<file path="src/rtl/pallet_seq_pkg.sv">
// Purpose: Shared constants and types of the palletizing run sequencer.
// Assumes: Byte addresses on a 32-bit Avalon-MM slave.
// Notes: Speeds are unsigned 16-bit units; override is in percent.
package pallet_seq_pkg;
  localparam int unsigned CLK_HZ = 50_000_000;
  localparam int unsigned PWR_WAIT_S = 5;
  localparam int unsigned PWR_WAIT_CYC = PWR_WAIT_S * CLK_HZ;
  localparam int unsigned BOOT_SETTLE_CYC = 4;
  localparam int unsigned CNT_W = 28;
  localparam int unsigned AW = 5;
  localparam logic [AW-1:0] ADDR_CTRL = 5'h00;
  localparam logic [AW-1:0] ADDR_OVR = 5'h04;
  localparam logic [AW-1:0] ADDR_MAXSPD = 5'h08;
  localparam logic [AW-1:0] ADDR_STATUS = 5'h0c;
  localparam int unsigned CTRL_PAL_OK_BIT = 0;
  localparam int unsigned CTRL_READY_EN_BIT = 1;
  localparam logic CTRL_PAL_OK_RST = 1'b1;
  localparam logic CTRL_READY_EN_RST = 1'b0;
  localparam int unsigned STAT_ERR_BIT = 9;
  localparam int unsigned OVR_W = 7;
  localparam logic [OVR_W-1:0] OVR_FULL = 7'h64;
  localparam int unsigned SPD_W = 16;
  localparam logic [SPD_W-1:0] MAXSPD_RST = 16'hffff;
  localparam int unsigned PROD_W = SPD_W + OVR_W;
  localparam int unsigned NIN = 7;
  localparam int unsigned IN_START = 0;
  localparam int unsigned IN_STOP = 1;
  localparam int unsigned IN_RESET = 2;
  localparam int unsigned IN_PAL = 3;
  localparam int unsigned IN_SINGLE = 4;
  localparam int unsigned IN_CONT = 5;
  localparam int unsigned IN_HOME = 6;
  typedef enum logic [4:0] {
    ST_BOOT = 5'h01,
    ST_IDLE = 5'h02,
    ST_RUN = 5'h04,
    ST_PAUSE = 5'h08,
    ST_HALT = 5'h10
  } state_t;
endpackage

</file>
<file path="src/rtl/pallet_run_mode_sequencer.sv">
// Purpose: Run control of a stored palletizing program.
// Assumes: An executor reports each finished instruction and program end.
// Notes: Contract list follows.
// Contract
// - Start launches only with palletizing select high.
// - Start input ignored while pendant active.
// - Palletizing select ignored unless sequential mode.
// - Stop finishes current operation, then halts.
// - Start resumes halt; reset then start restarts.
// - Without ready output, accept inputs after five seconds.
// - Single operation pauses after each operation.
// - Single-operation drop during single run ignored.
// - Single-operation rise during continuous run ignored.
// - Only movement, homing, output instructions pause.
// - Start-input launch always runs automatic mode.
// - Pendant step key executes one step, halts.
// - Override changes accepted only while halted; code also accepts them in idle and pause, dropping them only in run and boot.
// - Override value kept in nonvolatile storage.
// - Override also scales jog and fast homing.
// - Override scales speed after maximum clamp.
// - Power-up resume only after clean halt.
// - Unclean halt refuses resume, raises error.
// - Resume input otherwise general-purpose input.
// - Emergency stop halt still allows resume.
//
// Added by the designer: register access over Avalon-MM and the register addresses.
`timescale 1ns/1ps
`default_nettype none
module pallet_run_mode_sequencer #(
  parameter int unsigned PWR_WAIT_CYCLES = pallet_seq_pkg::PWR_WAIT_CYC
) (
  input wire logic clk,
  input wire logic reset_n,
  input wire logic [pallet_seq_pkg::AW-1:0] avs_address,
  input wire logic avs_read,
  input wire logic avs_write,
  input wire logic [31:0] avs_writedata,
  input wire logic [3:0] avs_byteenable,
  output logic [31:0] avs_readdata,
  output logic avs_waitrequest,
  input wire logic start_in,
  input wire logic stop_in,
  input wire logic reset_in,
  input wire logic pallet_sel_in,
  input wire logic single_op_in,
  input wire logic cont_start_in,
  input wire logic home_req_in,
  input wire logic pendant_active_in,
  input wire logic pendant_start_key_in,
  input wire logic step_mode_in,
  input wire logic instr_done_in,
  input wire logic pause_point_in,
  input wire logic program_end_in,
  input wire logic stop_instr_in,
  input wire logic fault_in,
  input wire logic estop_in,
  input wire logic home_done_in,
  input wire logic nv_resume_ok_in,
  input wire logic [pallet_seq_pkg::OVR_W-1:0] nv_override_in,
  input wire logic [pallet_seq_pkg::SPD_W-1:0] speed_cmd_in,
  output logic ready_out,
  output logic run_out,
  output logic step_adv_out,
  output logic restart_top_out,
  output logic home_cmd_out,
  output logic gp_cont_start_out,
  output logic nv_resume_ok_out,
  output logic [pallet_seq_pkg::OVR_W-1:0] nv_override_out,
  output logic [pallet_seq_pkg::SPD_W-1:0] speed_out
);
  import pallet_seq_pkg::*;

  logic [NIN-1:0] din;
  logic [NIN-1:0] lvl;
  logic [NIN-1:0] rise;
  state_t state_ff;
  state_t nxt_state;
  logic [CNT_W-1:0] boot_cnt_ff;
  logic ctrl_pal_ok_ff;
  logic ctrl_ready_en_ff;
  logic [OVR_W-1:0] ovr_ff;
  logic [SPD_W-1:0] maxspd_ff;
  logic [SPD_W-1:0] speed_ff;
  logic single_ff;
  logic step_ff;
  logic stop_pend_ff;
  logic err_ff;
  logic resume_ok_ff;
  logic ready_ff;
  logic run_ff;
  logic step_adv_ff;
  logic restart_ff;
  logic home_cmd_ff;
  logic ack_ff;
  logic [31:0] rdata_ff;
  logic [31:0] rd_mux;
  logic [31:0] status_w;
  logic wr_hit;
  logic boot_done;
  logic resume_req;
  logic start_ext;
  logic pallet_ok;
  logic launch;
  logic go_ev;
  logic reset_ev;
  logic halt_now;
  logic pause_now;
  logic [SPD_W-1:0] clamp_spd;
  logic [PROD_W-1:0] prod;
  logic [PROD_W-1:0] scaled;

  assign din[IN_START] = start_in;
  assign din[IN_STOP] = stop_in;
  assign din[IN_RESET] = reset_in;
  assign din[IN_PAL] = pallet_sel_in;
  assign din[IN_SINGLE] = single_op_in;
  assign din[IN_CONT] = cont_start_in;
  assign din[IN_HOME] = home_req_in;

  // Two-stage synchroniser, edge from second stage.
  genvar gi;
  generate
    for (gi = 0; gi < NIN; gi++) begin : g_sync
      logic s1_ff;
      logic s2_ff;
      logic s3_ff;
      always_ff @(posedge clk or negedge reset_n) begin
        if (!reset_n) begin
          s1_ff <= 1'b0;
          s2_ff <= 1'b0;
          s3_ff <= 1'b0;
        end else begin
          s1_ff <= din[gi];
          s2_ff <= s1_ff;
          s3_ff <= s2_ff;
        end
      end
      assign lvl[gi] = s2_ff;
      assign rise[gi] = s2_ff & ~s3_ff;
    end
  endgenerate

  assign start_ext = rise[IN_START] & ~pendant_active_in;
  // Select only counts in sequential mode.
  assign pallet_ok = ctrl_pal_ok_ff & lvl[IN_PAL];
  assign launch = (start_ext & pallet_ok) | pendant_start_key_in;
  assign go_ev = start_ext | pendant_start_key_in;
  assign reset_ev = rise[IN_RESET];
  // Stop waits for the current operation.
  // Step run halts after one step.
  assign halt_now = stop_instr_in | fault_in | estop_in
                    | (instr_done_in & (stop_pend_ff | step_ff));
  assign pause_now = instr_done_in & single_ff & pause_point_in;
  // Resume input doubles as a plain input.
  assign gp_cont_start_out = lvl[IN_CONT];
  assign resume_req = lvl[IN_CONT];

  assign boot_done = (state_ff == ST_BOOT) &&
    (ctrl_ready_en_ff ? (boot_cnt_ff >= CNT_W'(BOOT_SETTLE_CYC - 1))
                      : (boot_cnt_ff == CNT_W'(PWR_WAIT_CYCLES - 1)));

  always_ff @(posedge clk or negedge reset_n) begin
    if (!reset_n) begin
      boot_cnt_ff <= '0;
    end else if (state_ff == ST_BOOT && !boot_done) begin
      boot_cnt_ff <= boot_cnt_ff + CNT_W'(1);
    end
  end

  always_comb begin
    nxt_state = state_ff;
    unique case (state_ff)
      ST_BOOT: begin
        // Resume only after a clean halt.
        if (boot_done) begin
          nxt_state = (resume_req & nv_resume_ok_in) ? ST_RUN : ST_IDLE;
        end
      end
      ST_IDLE: begin
        if (launch) begin
          nxt_state = ST_RUN;
        end
      end
      ST_RUN: begin
        if (program_end_in) begin
          nxt_state = ST_IDLE;
        end else if (halt_now) begin
          nxt_state = ST_HALT;
        end else if (pause_now) begin
          nxt_state = ST_PAUSE;
        end
      end
      ST_PAUSE, ST_HALT: begin
        if (reset_ev) begin
          nxt_state = ST_IDLE;
        end else if (go_ev) begin
          nxt_state = ST_RUN;
        end
      end
    endcase
  end

  always_ff @(posedge clk or negedge reset_n) begin
    if (!reset_n) begin
      state_ff <= ST_BOOT;
    end else begin
      state_ff <= nxt_state;
    end
  end

  // Mode fixed for the whole run.
  // Mode inputs read only at boot end, launch and resume.
  always_ff @(posedge clk or negedge reset_n) begin
    if (!reset_n) begin
      single_ff <= 1'b0;
      step_ff <= 1'b0;
    end else if (state_ff == ST_BOOT && boot_done) begin
      single_ff <= lvl[IN_SINGLE];
      step_ff <= 1'b0;
    end else if (state_ff == ST_IDLE && launch) begin
      single_ff <= lvl[IN_SINGLE];
      step_ff <= ~start_ext & step_mode_in;
    end else if ((state_ff == ST_HALT || state_ff == ST_PAUSE) && go_ev && !reset_ev) begin
      step_ff <= ~start_ext & step_mode_in;
    end
  end

  always_ff @(posedge clk or negedge reset_n) begin
    if (!reset_n) begin
      stop_pend_ff <= 1'b0;
    end else if (state_ff != ST_RUN || nxt_state != ST_RUN) begin
      stop_pend_ff <= 1'b0;
    end else if (rise[IN_STOP]) begin
      stop_pend_ff <= 1'b1;
    end
  end

  // Emergency stop counts as clean halt.
  always_ff @(posedge clk or negedge reset_n) begin
    if (!reset_n) begin
      resume_ok_ff <= 1'b0;
    end else if (state_ff == ST_RUN) begin
      if (nxt_state == ST_HALT) begin
        resume_ok_ff <= ~fault_in;
      end else if (nxt_state == ST_PAUSE) begin
        resume_ok_ff <= 1'b1;
      end else begin
        resume_ok_ff <= 1'b0;
      end
    end else if (nxt_state == ST_IDLE) begin
      resume_ok_ff <= 1'b0;
    end
  end

  // Refused resume raises the error; set beats clear.
  always_ff @(posedge clk or negedge reset_n) begin
    if (!reset_n) begin
      err_ff <= 1'b0;
    end else if (boot_done && resume_req && !nv_resume_ok_in) begin
      err_ff <= 1'b1;
    end else if (wr_hit && avs_address == ADDR_STATUS && avs_byteenable[1]
                 && avs_writedata[STAT_ERR_BIT]) begin
      err_ff <= 1'b0;
    end
  end

  always_ff @(posedge clk or negedge reset_n) begin
    if (!reset_n) begin
      ready_ff <= 1'b0;
      run_ff <= 1'b0;
      step_adv_ff <= 1'b0;
      restart_ff <= 1'b0;
      home_cmd_ff <= 1'b0;
    end else begin
      ready_ff <= ctrl_ready_en_ff & (nxt_state != ST_BOOT);
      run_ff <= (nxt_state == ST_RUN);
      step_adv_ff <= (state_ff == ST_RUN) & instr_done_in & step_ff & ~program_end_in;
      restart_ff <= (state_ff == ST_HALT || state_ff == ST_PAUSE) & reset_ev;
      home_cmd_ff <= rise[IN_HOME] & (state_ff != ST_RUN) & (state_ff != ST_BOOT);
    end
  end

  // Clamp to the maximum before scaling.
  // One path serves program, jog and homing speeds.
  assign clamp_spd = (speed_cmd_in > maxspd_ff) ? maxspd_ff : speed_cmd_in;
  assign prod = PROD_W'(clamp_spd) * PROD_W'(ovr_ff);
  assign scaled = prod / PROD_W'(OVR_FULL);

  always_ff @(posedge clk or negedge reset_n) begin
    if (!reset_n) begin
      speed_ff <= '0;
    end else begin
      speed_ff <= scaled[SPD_W-1:0];
    end
  end

  assign wr_hit = avs_write & ack_ff;

  always_ff @(posedge clk or negedge reset_n) begin
    if (!reset_n) begin
      ack_ff <= 1'b0;
    end else begin
      ack_ff <= (avs_read | avs_write) & ~ack_ff;
    end
  end

  always_ff @(posedge clk or negedge reset_n) begin
    if (!reset_n) begin
      ctrl_pal_ok_ff <= CTRL_PAL_OK_RST;
      ctrl_ready_en_ff <= CTRL_READY_EN_RST;
    end else if (wr_hit && avs_address == ADDR_CTRL && avs_byteenable[0]) begin
      ctrl_pal_ok_ff <= avs_writedata[CTRL_PAL_OK_BIT];
      ctrl_ready_en_ff <= avs_writedata[CTRL_READY_EN_BIT];
    end
  end

  // Override restored from nonvolatile copy at boot.
  // Writes during a run are dropped.
  always_ff @(posedge clk or negedge reset_n) begin
    if (!reset_n) begin
      ovr_ff <= OVR_FULL;
    end else if (boot_done) begin
      ovr_ff <= (nv_override_in > OVR_FULL) ? OVR_FULL : nv_override_in;
    end else if (wr_hit && avs_address == ADDR_OVR && avs_byteenable[0]
                 && state_ff != ST_RUN && state_ff != ST_BOOT) begin
      ovr_ff <= (avs_writedata[OVR_W-1:0] > OVR_FULL) ? OVR_FULL : avs_writedata[OVR_W-1:0];
    end
  end

  always_ff @(posedge clk or negedge reset_n) begin
    if (!reset_n) begin
      maxspd_ff <= MAXSPD_RST;
    end else if (wr_hit && avs_address == ADDR_MAXSPD) begin
      if (avs_byteenable[0]) begin
        maxspd_ff[7:0] <= avs_writedata[7:0];
      end
      if (avs_byteenable[1]) begin
        maxspd_ff[SPD_W-1:8] <= avs_writedata[SPD_W-1:8];
      end
    end
  end

  assign status_w = {20'h0, resume_ok_ff, home_done_in, err_ff, ready_ff,
                     stop_pend_ff, step_ff, single_ff, state_ff};

  always_comb begin
    rd_mux = 32'h0;
    unique case (avs_address)
      ADDR_CTRL: rd_mux = 32'({ctrl_ready_en_ff, ctrl_pal_ok_ff});
      ADDR_OVR: rd_mux = 32'(ovr_ff);
      ADDR_MAXSPD: rd_mux = 32'(maxspd_ff);
      ADDR_STATUS: rd_mux = status_w;
      default: rd_mux = 32'h0;
    endcase
  end

  always_ff @(posedge clk or negedge reset_n) begin
    if (!reset_n) begin
      rdata_ff <= 32'h0;
    end else if (avs_read && !ack_ff) begin
      rdata_ff <= rd_mux;
    end
  end

  assign avs_waitrequest = (avs_read | avs_write) & ~ack_ff;
  assign avs_readdata = rdata_ff;
  assign ready_out = ready_ff;
  assign run_out = run_ff;
  assign step_adv_out = step_adv_ff;
  assign restart_top_out = restart_ff;
  assign home_cmd_out = home_cmd_ff;
  assign nv_resume_ok_out = resume_ok_ff;
  assign nv_override_out = ovr_ff;
  assign speed_out = speed_ff;
endmodule // pallet_run_mode_sequencer
`default_nettype wire

</file>
<file path="config.mk">
export PLATFORM = sky130hd
export DESIGN_NAME = pallet_run_mode_sequencer
export DESIGN_NICKNAME = d
export VERILOG_FILES = /design/src/rtl/pallet_seq_pkg.sv /design/src/rtl/pallet_run_mode_sequencer.sv
export SDC_FILE = /design/constraint.sdc
export NUM_CORES = 1
export LEC_CHECK = 0
export ABC_AREA = 1
export BUFFER_PORTS_ARGS = -buffer_cell sky130_fd_sc_hd__buf_2
export CAP_MARGIN = 20
export CORE_AREA = 2 2 150 152
export DETAILED_ROUTE_END_ITERATION = 7
export DIE_AREA = 0 0 152 154
export PLACE_DENSITY = 0.75
export SLEW_MARGIN = 25
export SYNTH_ARGS = -nofsm -noshare
export SYNTH_HDL_FRONTEND = slang
export SYNTH_SLANG_ARGS = --single-unit
</file>
<file path="constraint.sdc">
create_clock -name clk -period 22 [get_ports clk]
set_input_delay 1.1 -clock clk [delete_from_list [all_inputs] [get_ports clk]]
set_output_delay 1.1 -clock clk [all_outputs]
set_load 0.005 [all_outputs]
</file>
# Yosys cells after proc, flatten, opt, wreduce, memory -nomap -nowiden
# Cells that the tools add are included.
# Widths: inputs -> output; s select.
[word_totals] inputBits=86 out_inout_bits=63 reg_bits=135 word_cells=163
[classes] addsub=1 n_mul=1 order_cmp=4 n_reduce_logical=35 div=1 n_eq_ne=17 bitwise_logic=37 n_mux=29
[op_table] operator="$pmux 16 s4" n=1
[op_table] operator="$mux 5" n=7
[op_table] operator="$add 28x1->28 const B" n=1
[op_table] operator="$eq 28x28->1 const B" n=1
[op_table] operator="$ge 28x2->1 const B" n=1
[op_table] operator="$mux 7" n=4
[op_table] operator="$div 23x7->23 const B" n=1
[op_table] operator="$mul 16x7->23" n=1
[op_table] operator="$and 1x1->1" n=21
[op_table] operator="$eq 5x4->1 const B" n=4
[op_table] operator="$pmux 5 s4" n=1
[op_table] operator="$logic_and 1x1->1" n=19
[op_table] operator="$gt 16x16->1" n=1
[op_table] operator="$mux 16" n=1
[op_table] operator="$eq 5x3->1 const B" n=3
[op_table] operator="$gt 7x7->1 const B" n=2
[op_table] operator="$mux 1" n=14
[op_table] operator="$eq 5x2->1 const B" n=2
[op_table] operator="$eq 5x5->1 const B" n=2
[op_table] operator="$ne 5x1->1 const B" n=2
[op_table] operator="$ne 5x3->1 const B" n=2
[op_table] operator="$reduce_bool 2->1" n=5
[op_table] operator="$not 1->1" n=9
[op_table] operator="$or 1x1->1" n=7
[op_table] operator="8 further kinds" n=13

# Logic depth before layout (Yosys ltp)
[logic_depth] depth_word=11 depth_mapped=117 ltp_nobuf=116

# Least setup slack after synthesis
# OpenSTA, ideal clock, no wires.
[synth_path] kind="input port to flip-flop" startpoint="input port speed_cmd_in[1] (netlist bit)" endpoint="register speed_ff[0], in the netlist speed_out[0]" t_required_ns=21.884 stages=107 n_path_buf=1 arrival_time_ns=12.270 slack_ns=9.614 setup_ns=0.116 path_cell_list="ha_1 -> inv_1 -> nor2_1 -> o211ai_1 -> a21boi_0 -> o21ai_0 -> o2111ai_1 -> nand2_1 -> clkbuf_1 -> nor2_1 -> a21oi_1 -> nor2_1 -> fa_1 -> inv_1 -> fa_1 -> inv_1 -> fa_1 -> inv_1 -> (+71 left out) -> nand2_4 -> nor2_4 -> nand2_4 -> nand2_4 -> nand2_2 -> nand4_1 -> nand2_2 -> nand2_4 -> nand2_1 -> nand2_1 -> nor2_1 -> nand2_2 -> nand2_2 -> nand2_1 -> nand2_1 -> nor2_1 -> nand2_1 -> nand2_1"
[synth_via] elab_chain_len=4
[synth_rtl] element="start, declared" line="pallet_run_mode_sequencer.sv:60" rtl="input wire logic [pallet_seq_pkg::SPD_W-1:0] speed_cmd_in,"
[synth_rtl] element="$gt 16x16->1" line="pallet_run_mode_sequencer.sv:285" rtl="assign clamp_spd = (speed_cmd_in > maxspd_ff) ? maxspd_ff : speed_cmd_in;"
[synth_rtl] element="$mux 16 (*)" line="pallet_run_mode_sequencer.sv:285"
[synth_rtl] element="$mul 16x7->23 (*)" line="pallet_run_mode_sequencer.sv:286" rtl="assign prod = PROD_W'(clamp_spd) * PROD_W'(ovr_ff);"
[synth_rtl] element="$div 23x7->23 (*)" line="pallet_run_mode_sequencer.sv:287" rtl="assign scaled = prod / PROD_W'(OVR_FULL);"
[synth_rtl] element="named net scaled[0]" line="pallet_run_mode_sequencer.sv:110" rtl="logic [PROD_W-1:0] scaled;"
[synth_rtl] element="end signal, assigned" line="pallet_run_mode_sequencer.sv:293" rtl="speed_ff <= scaled[SPD_W-1:0];"
[synth_rtl] element="end, declared" line="pallet_run_mode_sequencer.sv:83" rtl="logic [SPD_W-1:0] speed_ff;"
# The timed path passes the listed nets; every way through them passes the cells marked *.
# A chain may end at the register's enable or synchronous reset.

# Final worst setup path
[layout_path] startpoint="input port speed_cmd_in[7] (netlist bit)" endpoint="register speed_ff[0], in the netlist speed_out[0]"
# The elaborated chain is that of the path after synthesis.

==> impl_results.md <==
* WS Path Type: in -> reg
* Synthesis-stage register bit count at 119
* Crit path buf inv count at 7
* Slowest cell on the critical path: o21ai_0
* Resized cells post-CTS at 0
* Yosys warns at 0
* Post-DP Area at 0.01266 mm²
* Core ar. at 0.02169 mm²
* Largest net degree at the start of global routing at 72
* Final WL at 28470 µm
* Unrepaired setup endpoints after global routing: no
* Layout Utilization at 61.18%
* Die area at 0.02341 mm²
* Pre-antenna DRT Iters at 5
* Final TNS setup at 0 ns
* Antenna viol nets, final at 0
* Simple-gate portion of the synthesized area at 34.14%
* Inserted Clock Buffers at 17
* Post-synthesis mux area share at 0.1903%
* Final net count at 1995
* Top delay family on crit path: simple AND/OR/NAND/NOR gates
* Die H at 154 µm
* Root Buffer: clkbuf_16
* Final hold violations at 0
* Total GRT Usage at 25.12%
* Type of the most critical hold path: reg -> reg
* Crit Path Max Fanout at 32
* Port bufs at 114
* Minimum clock period at 14.41 ns
* Post-synth EDFFs at 0
* Post-route DRC violation count at 0
* Slew margin rel. at 37.07%
* Adder-cell share of the synthesized area at 17.81%
* Final HPWL DP at 22520 µm
* CP max stage delay at 0.91 ns
* Routed wire per std cell at 13.72 µm
* GP Congestion at 0.8869
* CP endpoint kind: register
* Max Clk Rate at 0.06941 GHz
* P&R area growth vs syn at 12.14%
* Compound-cell area share of the yosys netlist at 8.132%
* Vias at 10856
* Asr flop ratio synth at 100.0%
* First-pass GRT wire length at 48950 µm
* Clock sink count at 119
* I/O pins at 149
* Most frequent CP cell: nand2_2
* Filler instances at 2008
* Gate Count Post-Synth at 1662
* Main combinational cell family by area after synthesis: simple AND/OR/NAND/NOR gates
* Initial core utilization at 54.56%
* Total global routing overflow at 0
* Worst setup SP type: primary input
* Post-synthesis xor/xnor area fraction at 2.813%
* Worst-path clk slew at 0.07 ns
* Clk_skew at 0.02136 ns
* TritonCTS clock tree: yes
* Vias per Instance at 5.229
* Final setup viols at 0
* Synthesized cell area at 0.01183 mm²
* Initial antenna violation count at 1
* Final instance area at 0.01327 mm²
* Register area share after synthesis at 25.39%
* Initial drt markers at 705
* Max Root-Sink Buffers at 2
* Footprint of the multi-input gates at 0.007525 mm²
* Die Wd at 152 µm
* Syn avg cell area at 7.119 µm²
* Share of layout cells above drive strength 1 at 17.27%
* Top_reg_cell synth: dfrtp_1
* Worst reg2reg path depth at 98
* Setup bufs post-CTS at 0
* Measured slew at the worst slew-check pin at 0.9417 ns
* Rows at 54
* Register area at 0.003004 mm²
* Clock Latency Late Sink at 0.44 ns
* Slew Viols, Final at 0
* Hold path cells at 0
* Max cap viols at 0
* Critical Path Stages at 98
* Cell variety after synth at 52
* Period utilisation layout at 65.49%
* # hold bufs at CTS at 0
* Arrival time at the worst endpoint at 14.73 ns
* Status: finished, final reports clean
* H-tree lvl count at 4
* Vias in the first global route at 10532
* CP required at 22.33 ns
==> cell type report <==
class / instances / area share (%)
sequential: 119 / 22.64
clock inverter: 15 / 1.377
clock buffer: 17 / 3.206
multi-input combinational: 1212 / 56.71
timing repair buffer: 117 / 4.488
inverter: 315 / 8.920
tap: 280 / 2.640
antenna: 1 / 0.01886
==> through the flow <==
step	std cells	setup slack (ns)	hold slack, ns
floorplan	1677	9.614	0.3312
global placement	2043	7.587	0.3315
detailed placement	2043	7.380	0.3363
CTS	2075	7.735	0.3505
global route	2076	6.040	0.3577
finish	2076	7.592	0.3493
==> sequential cells by signal (all words and copies together) (netlist names), 4 cells and up <==
signal           count
g_sync.s3_ff         4
state_ff             5
speed_out           16
g_sync.s2_ff         6
boot_cnt_ff         28
g_sync.s1_ff         7
nv_override_out      7
maxspd_ff           16
avs_readdata        16
==> metal layers <==
metal  GRT usage (%)  share of wire (%)  up-vias
met5               0                  0        -
met2           44.06                 49      253
met1           32.75                 44     5124
li1                -                  -     5447
met4           5.429                1.3        0
met3           4.284                5.3       32
==> layout by cell type, fill, tap and decap left out, drive strengths merged, types with 10 or more instances in the layout <==
master    n
o21ai    58
nor2    181
ha       58
fa       69
xor2     22
xnor2    16
nand2   476
buf     117
conb     16
o21a     14
dfrtp    98
nand4    47
nor4     12
nor3     18
nand3   122
a21oi    54
clkbuf   17
clkinv   10
dfstp    21
inv     317
==> cells by family after synthesis <==
family / Yosys count
AO/OA/AOI/OAI: 165
XOR/XNOR: 38
adder cells (fa/ha/maj): 127
buffers and inverters: 346
flip-flops: 119
multiplexers: 2
other: 1
AND/OR/NAND/NOR: 864
==> worst register-to-register path: cells and delay by family, from the launching register on <==
family / cells / cell delay [ns]
buffers and inverters: 7 / 0.69
adder cells (fa/ha/maj): 6 / 2.61
AND/OR/NAND/NOR: 80 / 8.90
flip-flops: 1 / 0.53
AO/OA/AOI/OAI: 5 / 1.44
==> worst paths after layout <==
path | startpoint | slack (ns) | to
max in group asynchronous | reset_n | 19.92 | state_ff[2]
max | speed_cmd_in[7] | 7.59 | speed_out[0]
max reg2reg | maxspd_ff[7] | 7.76 | speed_out[0]
min | g_sync[5].s1_ff | 0.35 | gp_cont_start_out
min reg2reg | g_sync[5].s1_ff | 0.35 | gp_cont_start_out
min in group asynchronous | reset_n | 0.69 | avs_readdata[12]
==> synthesized netlist by cell type (22+ instances only) <==
cell | n | area share, %
nand3_1 | 116 | 4.9
fa_1 | 69 | 12
nand2_2 | 53 | 2.8
a21oi_1 | 54 | 2.3
dfrtp_1 | 98 | 21
inv_1 | 280 | 8.9
nor2_1 | 164 | 5.2
inv_2 | 29 | 0.92
o21ai_0 | 45 | 1.9
nand2_1 | 402 | 13
xor2_1 | 22 | 1.6
ha_1 | 58 | 6.1
nand4_1 | 40 | 2.1
Power is left out: the tool's default activity adds up to more than one toggle a clock period on the data nets, which glitch-free logic cannot reach.
